--- src/include/rcw_pkg.sv ---
// Purpose: Shared constants, field layout and check step for the RTU link
// Assumes: 100 MHz system clock
// Notes:   Used by both ends of the link
package rcw_pkg;
	// ----------------------------------------
	// Check register
	// ----------------------------------------
	localparam logic [15:0] CRC_PRESET  = 16'hffff;
	localparam logic [15:0] CRC_POLY    = 16'ha001;
	localparam logic [15:0] CRC_RESIDUE = 16'h0000;
	localparam logic [2:0]  LAST_SHIFT  = 3'h7;

	// ----------------------------------------
	// Frame layout of a single write
	// ----------------------------------------
	localparam logic [7:0]  FUNC_WRITE_SINGLE = 8'h06;
	localparam logic [3:0]  BODY_BYTES        = 4'h6;
	localparam logic [3:0]  FRAME_BYTES       = 4'h8;
	localparam logic [3:0]  COUNT_MAX         = 4'hf;
	localparam int          IDX_STATION       = 0;
	localparam int          IDX_FUNC          = 1;
	localparam int          IDX_ADDR_HI       = 2;
	localparam int          IDX_ADDR_LO       = 3;
	localparam int          IDX_DATA_HI       = 4;
	localparam int          IDX_DATA_LO       = 5;
	localparam logic [7:0]  STATION_DEFAULT   = 8'h01;

	// ----------------------------------------
	// Drive command word
	// ----------------------------------------
	localparam logic [15:0] DRIVE_COMMAND_WORD_ADDR = 16'h2000;
	localparam int          RUN_LSB    = 0;
	localparam int          DIR_LSB    = 4;
	localparam int          ACCEL_LSB  = 6;
	localparam int          STEP_LSB   = 8;
	localparam logic [1:0]  RUN_NONE   = 2'h0;
	localparam logic [1:0]  DIR_NONE   = 2'h0;
	localparam logic [1:0]  ACCEL_ONE  = 2'h0;
	localparam logic [3:0]  STEP_MASTER = 4'h0;

	// ----------------------------------------
	// Reply timeout of the master
	// ----------------------------------------
	localparam int CLOCK_PERIOD_NS      = 10;
	localparam int REPLY_TIMEOUT_NS     = 100000;
	localparam int REPLY_TIMEOUT_CYCLES = REPLY_TIMEOUT_NS / CLOCK_PERIOD_NS;

	// One right shift, polynomial folded in when the bit out is one
	function automatic logic [15:0] crc_step(input logic [15:0] c);
		logic [15:0] s;
		s = {1'b0, c[15:1]};
		return c[0] ? (s ^ CRC_POLY) : s;
	endfunction
endpackage
--- src/include/rcw_link_if.sv ---
// Purpose: Byte stream between master and drive, one channel each way
// Assumes: Both ends on the same clock
// Notes:   last marks the final byte of a frame
`timescale 1ns/1ps
interface rcw_link_if;
	logic       m2s_valid;
	logic       m2s_ready;
	logic [7:0] m2s_data;
	logic       m2s_last;
	logic       s2m_valid;
	logic       s2m_ready;
	logic [7:0] s2m_data;
	logic       s2m_last;

	modport device (
		input  m2s_valid,
		output m2s_ready,
		input  m2s_data,
		input  m2s_last,
		output s2m_valid,
		input  s2m_ready,
		output s2m_data,
		output s2m_last
	);
	modport host (
		output m2s_valid,
		input  m2s_ready,
		output m2s_data,
		output m2s_last,
		input  s2m_valid,
		output s2m_ready,
		input  s2m_data,
		input  s2m_last
	);
endinterface

--- src/hdl/rcw_device.sv ---
// Purpose: Drive end: checks RTU frames, decodes writes, echoes replies
// Assumes: Master keeps the check and byte order on its side
// Notes:   One shift per clock, so each body byte holds off the link 8 cycles
//
// Notes on behaviour
// - Check register preset to all ones first
// - Each byte XORed into low byte
// - LSB zero: shift right, zero fill
// - LSB one: shift right, XOR A001
// - Exactly eight shifts per byte
// - Repeat per byte; final register is check
// - Check sent low byte, then high byte
// - Address high byte group, low byte number
// - Command word fields: run, direction, accel, step
`timescale 1ns/1ps
module rcw_device #(
	parameter logic [7:0] STATION = rcw_pkg::STATION_DEFAULT
) (
	input  wire logic        CLOCK,
	input  wire logic        RESET,
	rcw_link_if.device       LINK,
	output logic             PARAM_WRITE,
	output logic [7:0]       PARAM_GROUP,
	output logic [7:0]       PARAM_NUMBER,
	output logic [15:0]      PARAM_DATA,
	output logic             COMMAND_STROBE,
	output logic [1:0]       RUN_CONTROL,
	output logic [1:0]       DIRECTION,
	output logic [1:0]       ACCEL_SET,
	output logic [3:0]       STEP_SELECT,
	output logic             CRC_ERROR
);
	// ----------------------------------------
	// State
	// ----------------------------------------
	typedef enum logic [2:0] {
		RX_IDLE,
		RX_SHIFT,
		RX_CHECK,
		TX_BYTE,
		TX_SHIFT,
		TX_CRC_LO,
		TX_CRC_HI
	} rcw_dev_state_e;

	rcw_dev_state_e state;
	logic [15:0]    crc;
	logic [2:0]     shift_count;
	logic [3:0]     rx_count;
	logic [2:0]     tx_index;
	logic           rx_last;
	logic [7:0]     frame [6];
	logic           rx_take;
	logic           tx_take;
	logic           frame_good;
	logic [15:0]    frame_addr;
	logic [15:0]    frame_data;
	logic [15:0]    crc_stepped;

	assign rx_take    = LINK.m2s_valid && LINK.m2s_ready;
	// Named so the low byte can be taken without selecting on a call
	assign crc_stepped = rcw_pkg::crc_step(crc);
	assign tx_take    = LINK.s2m_valid && LINK.s2m_ready;
	assign frame_addr = {frame[rcw_pkg::IDX_ADDR_HI], frame[rcw_pkg::IDX_ADDR_LO]};
	assign frame_data = {frame[rcw_pkg::IDX_DATA_HI], frame[rcw_pkg::IDX_DATA_LO]};
	// Residue of zero after the two check bytes means the check matched
	assign frame_good = (state == RX_CHECK) && (crc == rcw_pkg::CRC_RESIDUE)
		&& (rx_count == rcw_pkg::FRAME_BYTES)
		&& (frame[rcw_pkg::IDX_STATION] == STATION)
		&& (frame[rcw_pkg::IDX_FUNC] == rcw_pkg::FUNC_WRITE_SINGLE);

	// ----------------------------------------
	// Link sequencer and check register
	// ----------------------------------------
	always_ff @(posedge CLOCK) begin
		if (RESET) begin
			state          <= RX_IDLE;
			crc            <= rcw_pkg::CRC_PRESET;
			shift_count    <= 3'h0;
			rx_count       <= 4'h0;
			tx_index       <= 3'h0;
			rx_last        <= 1'b0;
			LINK.m2s_ready <= 1'b1;
			LINK.s2m_valid <= 1'b0;
			LINK.s2m_data  <= 8'h00;
			LINK.s2m_last  <= 1'b0;
		end else begin
			unique case (state)
				RX_IDLE: begin
					if (rx_take) begin
						crc            <= crc ^ {8'h00, LINK.m2s_data};
						rx_last        <= LINK.m2s_last;
						shift_count    <= 3'h0;
						LINK.m2s_ready <= 1'b0;
						state          <= RX_SHIFT;
						if (rx_count != rcw_pkg::COUNT_MAX) begin
							rx_count <= rx_count + 4'h1;
						end
					end
				end
				RX_SHIFT: begin
					crc         <= rcw_pkg::crc_step(crc);
					shift_count <= shift_count + 3'h1;
					if (shift_count == rcw_pkg::LAST_SHIFT) begin
						if (rx_last) begin
							state <= RX_CHECK;
						end else begin
							LINK.m2s_ready <= 1'b1;
							state          <= RX_IDLE;
						end
					end
				end
				RX_CHECK: begin
					crc      <= rcw_pkg::CRC_PRESET;
					rx_count <= 4'h0;
					if (frame_good) begin
						tx_index       <= 3'h0;
						LINK.s2m_valid <= 1'b1;
						LINK.s2m_data  <= frame[0];
						LINK.s2m_last  <= 1'b0;
						state          <= TX_BYTE;
					end else begin
						// Bad or foreign frame: dropped, no reply
						LINK.m2s_ready <= 1'b1;
						state          <= RX_IDLE;
					end
				end
				TX_BYTE: begin
					if (tx_take) begin
						crc            <= crc ^ {8'h00, LINK.s2m_data};
						LINK.s2m_valid <= 1'b0;
						tx_index       <= tx_index + 3'h1;
						shift_count    <= 3'h0;
						state          <= TX_SHIFT;
					end
				end
				TX_SHIFT: begin
					crc         <= rcw_pkg::crc_step(crc);
					shift_count <= shift_count + 3'h1;
					if (shift_count == rcw_pkg::LAST_SHIFT) begin
						LINK.s2m_valid <= 1'b1;
						if ({1'b0, tx_index} == rcw_pkg::BODY_BYTES) begin
							// Final step result goes out low byte first
							LINK.s2m_data <= crc_stepped[7:0];
							state         <= TX_CRC_LO;
						end else begin
							LINK.s2m_data <= frame[tx_index];
							state         <= TX_BYTE;
						end
					end
				end
				TX_CRC_LO: begin
					if (tx_take) begin
						LINK.s2m_data <= crc[15:8];
						LINK.s2m_last <= 1'b1;
						state         <= TX_CRC_HI;
					end
				end
				TX_CRC_HI: begin
					if (tx_take) begin
						LINK.s2m_valid <= 1'b0;
						LINK.s2m_last  <= 1'b0;
						crc            <= rcw_pkg::CRC_PRESET;
						LINK.m2s_ready <= 1'b1;
						state          <= RX_IDLE;
					end
				end
			endcase
		end
	end

	// ----------------------------------------
	// Frame store, body bytes only
	// ----------------------------------------
	always_ff @(posedge CLOCK) begin
		if (RESET) begin
			for (int i = 0; i < 6; i++) begin
				frame[i] <= 8'h00;
			end
		end else if (state == RX_IDLE && rx_take && rx_count < rcw_pkg::BODY_BYTES) begin
			frame[rx_count[2:0]] <= LINK.m2s_data;
		end
	end

	// ----------------------------------------
	// Decoded outputs
	// ----------------------------------------
	always_ff @(posedge CLOCK) begin
		if (RESET) begin
			PARAM_WRITE    <= 1'b0;
			PARAM_GROUP    <= 8'h00;
			PARAM_NUMBER   <= 8'h00;
			PARAM_DATA     <= 16'h0000;
			COMMAND_STROBE <= 1'b0;
			RUN_CONTROL    <= rcw_pkg::RUN_NONE;
			DIRECTION      <= rcw_pkg::DIR_NONE;
			ACCEL_SET      <= rcw_pkg::ACCEL_ONE;
			STEP_SELECT    <= rcw_pkg::STEP_MASTER;
			CRC_ERROR      <= 1'b0;
		end else begin
			PARAM_WRITE    <= 1'b0;
			COMMAND_STROBE <= 1'b0;
			CRC_ERROR      <= (state == RX_CHECK) && (crc != rcw_pkg::CRC_RESIDUE);
			if (frame_good) begin
				PARAM_WRITE  <= 1'b1;
				PARAM_GROUP  <= frame_addr[15:8];
				PARAM_NUMBER <= frame_addr[7:0];
				PARAM_DATA   <= frame_data;
				if (frame_addr == rcw_pkg::DRIVE_COMMAND_WORD_ADDR) begin
					// Bits 3..2 are reserved and dropped
					COMMAND_STROBE <= 1'b1;
					RUN_CONTROL    <= frame_data[rcw_pkg::RUN_LSB +: 2];
					DIRECTION      <= frame_data[rcw_pkg::DIR_LSB +: 2];
					ACCEL_SET      <= frame_data[rcw_pkg::ACCEL_LSB +: 2];
					STEP_SELECT    <= frame_data[rcw_pkg::STEP_LSB +: 4];
				end
			end
		end
	end
endmodule

--- src/flat_wrapper.sv ---
// flat-port wrapper written by rule: the top's interface ports become plain ports
module rcw_device_flat 
#(
	parameter logic [7:0] STATION = rcw_pkg::STATION_DEFAULT
)
  (CLOCK, RESET, PARAM_WRITE, PARAM_GROUP, PARAM_NUMBER, PARAM_DATA, COMMAND_STROBE, RUN_CONTROL, DIRECTION, ACCEL_SET, STEP_SELECT, CRC_ERROR, LINK_m2s_valid, LINK_m2s_ready, LINK_m2s_data, LINK_m2s_last, LINK_s2m_valid, LINK_s2m_ready, LINK_s2m_data, LINK_s2m_last);
  rcw_link_if LINK_i ();
  input  wire logic CLOCK;
  input  wire logic RESET;
  output logic PARAM_WRITE;
  output logic [7:0] PARAM_GROUP;
  output logic [7:0] PARAM_NUMBER;
  output logic [15:0] PARAM_DATA;
  output logic COMMAND_STROBE;
  output logic [1:0] RUN_CONTROL;
  output logic [1:0] DIRECTION;
  output logic [1:0] ACCEL_SET;
  output logic [3:0] STEP_SELECT;
  output logic CRC_ERROR;
  input wire logic [$bits(LINK_i.m2s_valid)-1:0] LINK_m2s_valid;
  output wire logic [$bits(LINK_i.m2s_ready)-1:0] LINK_m2s_ready;
  input wire logic [$bits(LINK_i.m2s_data)-1:0] LINK_m2s_data;
  input wire logic [$bits(LINK_i.m2s_last)-1:0] LINK_m2s_last;
  output wire logic [$bits(LINK_i.s2m_valid)-1:0] LINK_s2m_valid;
  input wire logic [$bits(LINK_i.s2m_ready)-1:0] LINK_s2m_ready;
  output wire logic [$bits(LINK_i.s2m_data)-1:0] LINK_s2m_data;
  output wire logic [$bits(LINK_i.s2m_last)-1:0] LINK_s2m_last;
  assign LINK_i.m2s_valid = LINK_m2s_valid;
  assign LINK_m2s_ready = LINK_i.m2s_ready;
  assign LINK_i.m2s_data = LINK_m2s_data;
  assign LINK_i.m2s_last = LINK_m2s_last;
  assign LINK_s2m_valid = LINK_i.s2m_valid;
  assign LINK_i.s2m_ready = LINK_s2m_ready;
  assign LINK_s2m_data = LINK_i.s2m_data;
  assign LINK_s2m_last = LINK_i.s2m_last;
  rcw_device #(.STATION(STATION)) u_core (.CLOCK(CLOCK), .RESET(RESET), .LINK(LINK_i), .PARAM_WRITE(PARAM_WRITE), .PARAM_GROUP(PARAM_GROUP), .PARAM_NUMBER(PARAM_NUMBER), .PARAM_DATA(PARAM_DATA), .COMMAND_STROBE(COMMAND_STROBE), .RUN_CONTROL(RUN_CONTROL), .DIRECTION(DIRECTION), .ACCEL_SET(ACCEL_SET), .STEP_SELECT(STEP_SELECT), .CRC_ERROR(CRC_ERROR));
endmodule
--- config.mk ---
export PLATFORM = sky130hd
export DESIGN_NAME = rcw_device_flat
export DESIGN_NICKNAME = d
export VERILOG_FILES = /design/src/include/rcw_pkg.sv /design/src/include/rcw_link_if.sv /design/src/hdl/rcw_device.sv /design/src/flat_wrapper.sv
export SDC_FILE = /design/constraint.sdc
export NUM_CORES = 1
export LEC_CHECK = 0
export ABC_AREA = 1
export CAP_MARGIN = 10
export CORE_MARGIN = 3
export CORE_UTILIZATION = 57
export CTS_BUF_LIST = sky130_fd_sc_hd__clkbuf_16
export CTS_CLUSTER_DIAMETER = 40
export DETAILED_ROUTE_END_ITERATION = 6
export DONT_BUFFER_PORTS = 1
export PLACE_DENSITY = 0.75
export SLEW_MARGIN = 10
export SYNTH_ARGS = -nofsm -noshare
export SYNTH_HDL_FRONTEND = slang
export SYNTH_SLANG_ARGS = --single-unit
--- constraint.sdc ---
create_clock -name CLOCK -period 2.1 [get_ports CLOCK]
set_clock_uncertainty 0.1 [all_clocks]
set_input_delay 0.21 -clock CLOCK [delete_from_list [all_inputs] [get_ports CLOCK]]
set_output_delay 0.21 -clock CLOCK [all_outputs]
set_load 0.02 [all_outputs]
==> out/qor.txt, run 1 <==
ratio of cells with drive above 1 in the final layout = 12.6%
synthesis-to-finish area growth = 15.8%
Root Driver = clkbuf_16
vias per cell = 5.57
clock power share = 29.8%
Final Non-Filler Cells = 1,141
Largest delay share family, worst path = simple AND/OR/NAND/NOR gates
CTS buffer count = 17
switching part of the total = 35.9%
# Post-CTS Setup Buffers = 0
Placed Cells = 1,107
initial antenna violation count = 0
first-pass GRT wire length = 30,300 µm
core area = 0.0122 mm²
ratio of final minimum period to clock period = 96.7%
initial drt markers = 881
Clock Latency Late Sink = 430 ps
Worst-path clk slew = 60 ps
Crit path buffers/inverters = 2
Final min period = 2030 ps
type of the worst setup path = reg2reg
Die Ht = 118 µm
run status = finished clean
# Max-Cap Violations = 0
Hold Crit Class = in2reg
internal power = 6.18 mW
Pleak = 3.51 nW
fin nets = 980
Mapped Area = 0.00718 mm²
Sequential Power Share = 41.0%
CP dominant cell by count = nand2_1
largest net degree at the start of global routing = 41
share of synthesized registers carrying an async set or reset = 0%
port bufs = 0
mean area per synthesized cell = 7.88 µm²
Slew HR = 21.0%
Post-Syn Instances = 911
Post-DP Area = 0.00767 mm²
crit-path cells = inv_2 -> nand2_2 -> nor2_1 -> nand3_1 -> a21oi_2 -> nand2_1 -> o21ai_2 -> nand2_1 -> inv_1
Routed WL = 19,300 µm
CP required = 2110 ps
register area share after synthesis = 51.6%
first-pass iteration count of the detailed router = 6
Die Area = 0.0140 mm²
CP arrival = 2040 ps
Place WS = 27.0 ps
row cnt = 40
gr usage total = 28.0%
clock tree buffer depth = 2
final number of setup-violating endpoints = 0
n_diodes = 0
count of final hold-check violations = 0
die width = 118 µm
Fin Setup TNS = 0 ps
Comb power frac = 29.2%
post-DR wirelength/cell = 16.9 µm
CP max stage cell = dfxtp_1
# H-tree levels = 4
Slew @ Worst Pin = 1180 ps
max-slew violation count = 0
critical path capture point type = flip-flop
post-DP HPWL = 13,800 µm
crit-path max cell delay = 330 ps
clk sinks = 153
Power Density = 1160 mW/mm²
Unique masters post-synth = 39
Fmax achieved = 492 MHz
post-route ant nets = 0
vias = 6,356
post-route setup slack = 69.1 ps
vias in the first global route = 5,678
Ports = 69
P_sw = 3.46 mW
Finished Cell Area = 0.00831 mm²
FF+latch count, synth = 153
CTS tree = built
Syn. warnings = 0
Post-synth EDFFs = 64
Main synth FF type = dfxtp_1
Startpoint Class = flip-flop
grt ovf = 0
worst vdd ir = 0.670 mV
crit path max fanout = 8
DRC errors left = 0
gp weighted congestion = 1.03
Initial Util = 59.0%
## cells in the mapped netlist (4+ instances only)
master	count	share of area (%)
a21oi_1	82	5.7
buf_2	9	0.63
clkbuf_1	18	0.94
dfxtp_1	89	25
edfxtp_1	64	27
ha_1	7	1.2
inv_1	109	5.7
inv_2	5	0.26
nand2_1	144	7.5
nand2_2	9	0.78
nand3_1	62	4.3
nand3_2	4	0.56
nand4_1	8	0.70
nor2_1	152	7.9
nor3_1	8	0.56
o211ai_1	4	0.42
o21ai_0	92	6.4
o21ai_1	4	0.28
o311ai_0	4	0.49
or2_2	4	0.35
## sequential cells by signal, summed over array words and instances, names as in the netlist, 4 cells and up, named ones only
register and count:
u_core.frame 64, u_core.rx_count 4, u_core.PARAM_DATA 16, u_core.PARAM_NUMBER 8, u_core.PARAM_GROUP 8, u_core.crc 16
u_core.LINK.s2m_data 8, u_core.STEP_SELECT 4
## routing by layer
metal / share of wire, % / GRT usage (%)
met1: 42 / 38.5
met2: 45 / 41.9
met3: 9.4 / 7.56
met4: 3.2 / 11.6
met5: 0 / 0
## tightest hold or removal path: stages
cell and delay [ps]:
nand3_1 110, buf_4 140, a21oi_1 60
## stage by stage
| step | hold slack, ps | power, mW | util (%) |
|---|---|---|---|
| 4_1_cts | 20.5 | 9.56 | 67.8 |
| 6_report | 35.5 | 9.64 | 68.3 |
| 2_1_floorplan | 301 | 5.80 | - |
| 3_5_place_dp | 186 | 6.70 | 63.1 |
| 3_3_place_gp | 183 | 6.67 | 63.1 |
| 5_1_grt | 39.7 | 10.2 | 68.3 |
## cell families after synthesis
logic type	share of synthesized area (%)
buffers and inverters	8.42
and+or+nand+nor	24.4
other	0.0523
xor gates and xnor gates	0.488
AOI/OAI and AO/OA	13.8
adders and majority gates	1.22
DFF	51.6
## cell usage in the layout (no fill, tap or decap), types with 3 or more instances in the layout
| cell | n |
|---|---|
| xnor2_1 | 3 |
| o21ai_0 | 91 |
| dfxtp_1 | 88 |
| nand2_2 | 13 |
| nor3_1 | 8 |
| inv_4 | 3 |
| o311ai_0 | 4 |
| ha_1 | 7 |
| nand3_1 | 62 |
| nor2_1 | 149 |
| nor2_4 | 4 |
| clkinvlp_4 | 3 |
| nand4_1 | 8 |
| conb_1 | 16 |
| o21ai_1 | 3 |
| inv_1 | 109 |
| clkbuf_16 | 17 |
| buf_4 | 41 |
| o211ai_1 | 4 |
| a21oi_1 | 82 |
| buf_12 | 3 |
| or2_2 | 4 |
| inv_6 | 5 |
| edfxtp_1 | 64 |
| nor2_2 | 5 |
| nand2_1 | 138 |
| nand3_2 | 3 |
| inv_2 | 7 |
| nor4_1 | 3 |
## final cells by class
class / count / area (µm²)
inverters: 118 / 453
well taps: 168 / 210
repair buffers: 48 / 414
flip-flops and latches: 153 / 3700
clock buffers: 17 / 425
fillers: 960 / 3850
clock inverters: 15 / 124
multi-input cells: 622 / 2980
## final timing paths
check | cells after the start | startpoint | slack (ps) | endpoint
worst max-delay path | 9 | u_core.state[1] | 70 | u_core.frame[5][5]
worst min-delay path | 3 | LINK_m2s_valid | 40 | u_core.rx_last
worst max register to register | 9 | u_core.state[1] | 70 | u_core.frame[5][5]
worst min register to register | 2 | u_core.rx_last | 360 | u_core.rx_last
## timing repair
action,CTS,global route
hold buffers,2,0
gates cloned,0,0
hold endpoints to repair,33,0
gates resized for setup,1,21
endpoints found under the setup margin,8,92
pin swaps,0,1
## power by group through the flow
stage                     sequential (mW)  clock, mW  combinational, mW
after floorplan                      3.95          0               1.85
after global placement               4.00          0               2.67
after detailed placement             4.01          0               2.69
after CTS                            3.94       2.89               2.73
after global routing                 3.99       3.03               3.17
final                                3.95       2.88               2.81
Note: power is estimated with default switching activity, not from simulation.
==> inputs of run 2 (changes only) <==
--- a/config.mk
+++ b/config.mk
@@ -8,12 +8,11 @@
 export ABC_AREA = 1
 export CAP_MARGIN = 10
 export CORE_MARGIN = 3
-export CORE_UTILIZATION = 57
+export CORE_UTILIZATION = 35
 export CTS_BUF_LIST = sky130_fd_sc_hd__clkbuf_16
 export CTS_CLUSTER_DIAMETER = 40
 export DETAILED_ROUTE_END_ITERATION = 6
 export DONT_BUFFER_PORTS = 1
-export PLACE_DENSITY = 0.75
 export SLEW_MARGIN = 10
 export SYNTH_ARGS = -nofsm -noshare
 export SYNTH_HDL_FRONTEND = slang
==> constraint.sdc (replaced) <==
create_clock -name CLOCK -period 1.8 [get_ports CLOCK]
set_clock_uncertainty 0.1 [all_clocks]
set_input_delay 0.18 -clock CLOCK [delete_from_list [all_inputs] [get_ports CLOCK]]
set_output_delay 0.18 -clock CLOCK [all_outputs]
set_load 0.02 [all_outputs]
==> run 2 against run 1 <==
Compared with the run above:
- the flow now finishes with violations (setup timing)
- final cell count grew 15%
- final area grew 15%
- highest routed layer unchanged
- register-to-register slack lost 100 ps
==> out/qor.txt, run 2 (synthesis results as in run 1) <==
post-route setup slack = -32.9 ps (-102 ps)
WHS Endpoint = u_core.rx_count[1]
post-DP HPWL = 16,000 µm (+16%)
most frequent cells in the layout = nor2_1, nand2_1, buf_4
Fmax achieved = 546 MHz (+11%)
first-pass GRT wire length = 34,300 µm (+13%)
Fin Setup TNS = -456 ps (-456 ps)
count of final hold-check violations = 0 (unchanged)
CP required = 1880 ps (-230 ps)
crit path max fanout = 8 (unchanged)
FF-to-FF setup slack = -30 ps (-100 ps)
R2R Path End = u_core.frame[4][4]
row cnt = 51 (+28%)
Final min period = 1830 ps (-198 ps)
CP arrival = 1910 ps (-130 ps)
initial drt markers = 544 (-38%)
Initial Util = 36.3% (-23 points)
ratio of final minimum period to clock period = 102% (+5.1 points)
grt ovf = 0 (unchanged)
Die Area = 0.0223 mm² (+59%)
max-slew violation count = 0 (unchanged)
violated checks = setup timing
Clock Latency Late Sink = 430 ps (about the same)
Startpoint Class = flip-flop
gp weighted congestion = 0.918 (-11%)
initial antenna violation count = 0 (unchanged)
port bufs = 0 (unchanged)
type of the worst setup path = reg2reg
Sequential Power Share = 36.5% (-4.5 points)
Largest regs = u_core.frame (64), u_core.PARAM_DATA (16), u_core.crc (16)
clk sinks = 153 (unchanged)
Reg2Reg Depth = 11 (+2)
Finished Cell Area = 0.00957 mm² (+15%)
Post-DP Area = 0.00843 mm² (+9.8%)
Power Density = 1310 mW/mm² (+13%)
die width = 149 µm (+26%)
clock power share = 27.9% (-1.9 points)
first-pass iteration count of the detailed router = 6 (unchanged)
Place WS = -131 ps (-158 ps)
post-route ant nets = 0 (unchanged)
synthesis-to-finish area growth = 33.4%
# H-tree levels = 4 (unchanged)
RSZ-0062 raised after global routing = yes
run status = finished with violations
final core occ = 48.4% (-20 points)
min-delay src = LINK_m2s_valid
largest net degree at the start of global routing = 39 (-4.9%)
# Max-Cap Violations = 0 (unchanged)
internal power = 7.96 mW (+29%)
Largest register FFs = 64 (unchanged)
fin nets = 1,057 (+7.9%)
switching part of the total = 36.7% (+0.84 points)
clock tree buffer depth = 2 (unchanged)
Hold Crit Class = in2reg
Comb power frac = 35.7% (+6.5 points)
Worst-path clk slew = 60 ps (about the same)
vias = 6,621 (+4.2%)
core area = 0.0198 mm² (+63%)
final number of setup-violating endpoints = 44 (+44)
CTS tree = built
worst r2r src = u_core.state[2]
P_sw = 4.62 mW (+34%)
Top reg by flops = u_core.frame
Root Driver = clkbuf_16
CTS buffer count = 17 (unchanged)
vias in the first global route = 6,177 (+8.8%)
Ports = 69 (unchanged)
hold path depth = 4 (+1)
vias per cell = 5.03 (-9.6%)
gr usage total = 19.9% (-8.0 points)
worst vdd ir = 0.679 mV (+1.4%)
Pleak = 3.99 nW (+13%)
ratio of cells with drive above 1 in the final layout = 27.3% (+15 points)
critical path capture point type = flip-flop
post-DR wirelength/cell = 16.9 µm (about the same)
Final Non-Filler Cells = 1,315 (+15%)
most common library cell in the layout ignoring fill and taps = nor2_1
n_diodes = 0 (unchanged)
Routed WL = 22,200 µm (+15%)
DRC errors left = 0 (unchanged)
Die Ht = 149 µm (+26%)
Placed Cells = 1,273 (+15%)
## run 2: changes by cell type in the layout (fill, tap and decap cells not counted), sizes merged
cell,previous run,this run
buf,46,123
clkinv,5,6
clkinvlp,3,2
## run 2: metal layers
layer | share of wire (%) | GRT usage (%) | vias to the layer above
met1 | 45 | 27.7 | 3156
met5 | 0 | 0 | -
met2 | 48 | 31.5 | 202
met4 | 1.9 | 6.96 | 0
li1 | - | - | 3233
met3 | 5.1 | 3.34 | 30
## run 2: what timing repair did
item | CTS | global route
endpoints found under the hold margin | 33 | 0
cloned | 1 | 0
setup buffers | 3 | 6
setup endpoints to repair | 137 | 166
pin swaps | 10 | 17
hold buffers | 3 | 0
resized for setup | 39 | 119
## run 2: power by group through the flow
| stage | Clock (mW) | Combinational (mW) | Sequential, mW |
|---|---|---|---|
| finish | 3.50 | 4.49 | 4.59 |
| CTS | 3.57 | 4.04 | 4.57 |
| floorplan | 0 | 2.24 | 4.62 |
| global placement | 0 | 3.84 | 4.63 |
| detailed placement | 0 | 3.87 | 4.64 |
| global route | 3.72 | 4.92 | 4.64 |
## run 2: cell type report
class,instances,area [µm²]
Fill cell,1865,10200
Sequential cell,153,3710
Timing Repair Buffer,125,1090
Clock buffer,17,425
Tap cell,265,332
Multi-Input combinational cell,622,3390
Inverter,118,468
Clock inverter,15,143
## run 2: how the worst max path moves through the flow
stage / from / endpoint / slack, ps
4_1_cts: u_core.crc[0] / u_core.LINK.m2s_ready / -30
3_5_place_dp: u_core.state[2] / u_core.frame[5][7] / -130
6_report: u_core.state[2] / u_core.frame[4][4] / -30
3_3_place_gp: u_core.state[2] / u_core.frame[5][2] / -110
2_1_floorplan: u_core.state[2] / u_core.frame[3][0] / -120
5_1_grt: u_core.state[1] / u_core.frame[4][4] / -120
## run 2: critical path: stages, from the launching register on
cell and delay (ps):
dfxtp_4 350, inv_4 60, nand2_4 50, nor2_4 90, nand3_2 100, a21oi_4 190, nand3_4 130, nor2_4 180
inv_2 70, nand2_4 90, buf_12 140, nor2_2 40
## run 2: metrics by stage
stage          hold slack (ps)  power, mW
2_1_floorplan              246       6.85
3_5_place_dp               159       8.51
3_3_place_gp               160       8.47
5_1_grt                    110       13.3
4_1_cts                   28.4       12.2
6_report                   103       12.6
==> inputs of run 3 (changes only) <==
--- a/config.mk
+++ b/config.mk
@@ -9,7 +9,6 @@
 export CAP_MARGIN = 10
 export CORE_MARGIN = 3
 export CORE_UTILIZATION = 35
-export CTS_BUF_LIST = sky130_fd_sc_hd__clkbuf_16
 export CTS_CLUSTER_DIAMETER = 40
 export DETAILED_ROUTE_END_ITERATION = 6
 export DONT_BUFFER_PORTS = 1
==> run 3 against run 2 <==
Compared with the run above:
- the run still ends with setup timing left
- global-route usage did not move
- hold slack lost 3.2 ps
- clock power is essentially flat
- fmax is 0.28% higher
- die area stayed put
- routed wire length down 0.33%
- utilization is 0.15 points lower
- setup slack improved by 5.1 ps
- final cell count unchanged
- flip-flop and latch count is the same
- first-iteration DRC count down 5.9%
==> out/qor.txt, run 3 (synthesis results as in run 1) <==
run status = finished with violations
violated checks = setup timing
internal power = 7.94 mW (-0.29%)
post-DR wirelength/cell = 16.8 µm (-0.33%)
ratio of cells with drive above 1 in the final layout = 26.8% (-0.57 points)
Hold Crit Class = in2reg
synthesis-to-finish area growth = 32.9%
Pleak = 3.98 nW (-0.19%)
post-DP HPWL = 16,000 µm (unchanged)
first-pass GRT wire length = 34,300 µm (about the same)
Initial Util = 36.3% (unchanged)
# H-tree levels = 4 (unchanged)
gr usage total = 19.9% (unchanged)
Ports = 69 (unchanged)
initial drt markers = 512 (-5.9%)
Routed WL = 22,200 µm (-0.33%)
Die Ht = 149 µm (unchanged)
most frequent cells in the layout = nor2_1, nand2_1, buf_4
port bufs = 0 (unchanged)
count of final hold-check violations = 0 (unchanged)
CTS buffer count = 17 (unchanged)
final number of setup-violating endpoints = 30 (-32%)
vias = 6,596 (-0.38%)
Largest register FFs = 64 (unchanged)
fin nets = 1,057 (unchanged)
Top reg by flops = u_core.frame
first-pass iteration count of the detailed router = 5 (-1)
post-route ant nets = 0 (unchanged)
type of the worst setup path = reg2reg
Clock Latency Late Sink = 430 ps (about the same)
worst vdd ir = 0.681 mV (+0.34%)
Startpoint Class = flip-flop
n_diodes = 0 (unchanged)
GRT met1 Usage = 27.7% (+0.038 points)
P_sw = 4.57 mW (-0.94%)
Worst-path clk slew = 60 ps (about the same)
Largest regs = u_core.frame (64), u_core.PARAM_DATA (16), u_core.crc (16)
Fmax achieved = 547 MHz (+0.28%)
DRC errors left = 0 (unchanged)
max-slew violation count = 0 (unchanged)
Power Density = 1310 mW/mm² (-0.22%)
CP arrival = 1910 ps (about the same)
most common library cell in the layout ignoring fill and taps = nor2_1
initial antenna violation count = 0 (unchanged)
CP required = 1880 ps (about the same)
Final Power = 12.5 mW (-0.53%)
vias in the first global route = 6,178 (+0.016%)
clock tree buffer depth = 2 (unchanged)
busiest grt layer = met2
critical path capture point type = flip-flop
switching part of the total = 36.6% (-0.15 points)
crit path max fanout = 8 (unchanged)
vias per cell = 5.02 (-0.38%)
Fin Setup TNS = -203 ps (+254 ps)
RSZ-0062 raised after global routing = yes
CTS tree = built
GRT met3 Usage = 3.34% (unchanged)
core area = 0.0198 mm² (unchanged)
largest net degree at the start of global routing = 39 (unchanged)
Place WS = -131 ps (unchanged)
Comb power frac = 35.3% (-0.4 points)
M2 GR Usage = 31.5% (-0.045 points)
Final min period = 1830 ps (-5.08 ps)
ratio of final minimum period to clock period = 102% (-0.28 points)
clk sinks = 153 (unchanged)
# Max-Cap Violations = 0 (unchanged)
Root Driver = clkbuf_16
Die Area = 0.0223 mm² (unchanged)
clock power share = 28.1% (+0.2 points)
gp weighted congestion = 0.918 (unchanged)
Sequential Power Share = 36.6% (about the same)
grt ovf = 0 (unchanged)
die width = 149 µm (unchanged)
final core occ = 48.2% (-0.15 points)
worst hold slack = 99.5 ps (-3.21 ps)
row cnt = 51 (unchanged)
post-route setup slack = -27.8 ps (+5.08 ps)
==> run 3: cell count changes in the layout (fill, tap and decap cells not counted), sizes merged <==
cell,delta
clkbuf,+1
inv,-1
==> run 3: stage by stage <==
step                std cells  area [µm²]
floorplan                 926        7330
global placement         1273        8430
detailed placement       1273        8430
CTS                      1312        9170
global route             1315        9540
finish                   1315        9540
==> run 3: final timing paths <==
kind	from	end	slack [ps]	cells past startpoint
worst max-delay path	u_core.state[2]	u_core.frame[4][1]	-30	11
worst min-delay path	LINK_m2s_valid	u_core.rx_count[1]	100	4
worst max register to register	u_core.state[2]	u_core.frame[4][1]	-30	11
worst min register to register	u_core.shift_count[1]	u_core.shift_count[1]	370	2
==> run 3: cell type report <==
cell class | count | area (µm²)
Fill cell | 1873 | 10200
Timing Repair Buffer | 125 | 1080
Clock buffer | 18 | 429
Sequential cell | 153 | 3710
Tap cell | 265 | 332
Clock inverter | 14 | 139
Multi-Input combinational cell | 622 | 3380
Inverter | 118 | 468
==> run 3: power by group through the flow <==
stage | Clock (mW) | Sequential (mW) | Combinational, mW
floorplan | 0 | 4.62 | 2.24
global placement | 0 | 4.63 | 3.84
detailed placement | 0 | 4.64 | 3.87
CTS | 3.57 | 4.57 | 4.04
global route | 3.72 | 4.64 | 4.87
finish | 3.51 | 4.59 | 4.42
==> run 3: critical path: stages, from the launching register on <==
cell     delay (ps)
dfxtp_4         350
inv_4            60
nand2_4          50
nor2_4           90
nand3_2         100
a21oi_4         190
nand3_4         120
nor2_4          180
inv_2            70
nand2_4          90
buf_12          140
nor2_1           40
==> run 3: what timing repair did <==
item                                   4_1_cts  5_1_grt
cloned                                       1        0
setup endpoints to repair                  137      166
hold buffers                                 3        0
buffers inserted                             3        6
resized for setup                           39      109
endpoints found under the hold margin       33        0
pin swaps                                   10       14
==> run 3: metal layers <==
| metal | up-vias | part of all wire [%] |
|---|---|---|
| met5 | - | 0 |
| met4 | 0 | 1.7 |
| met3 | 23 | 5.7 |
| met2 | 186 | 49 |
| met1 | 3154 | 44 |
| li1 | 3233 | - |
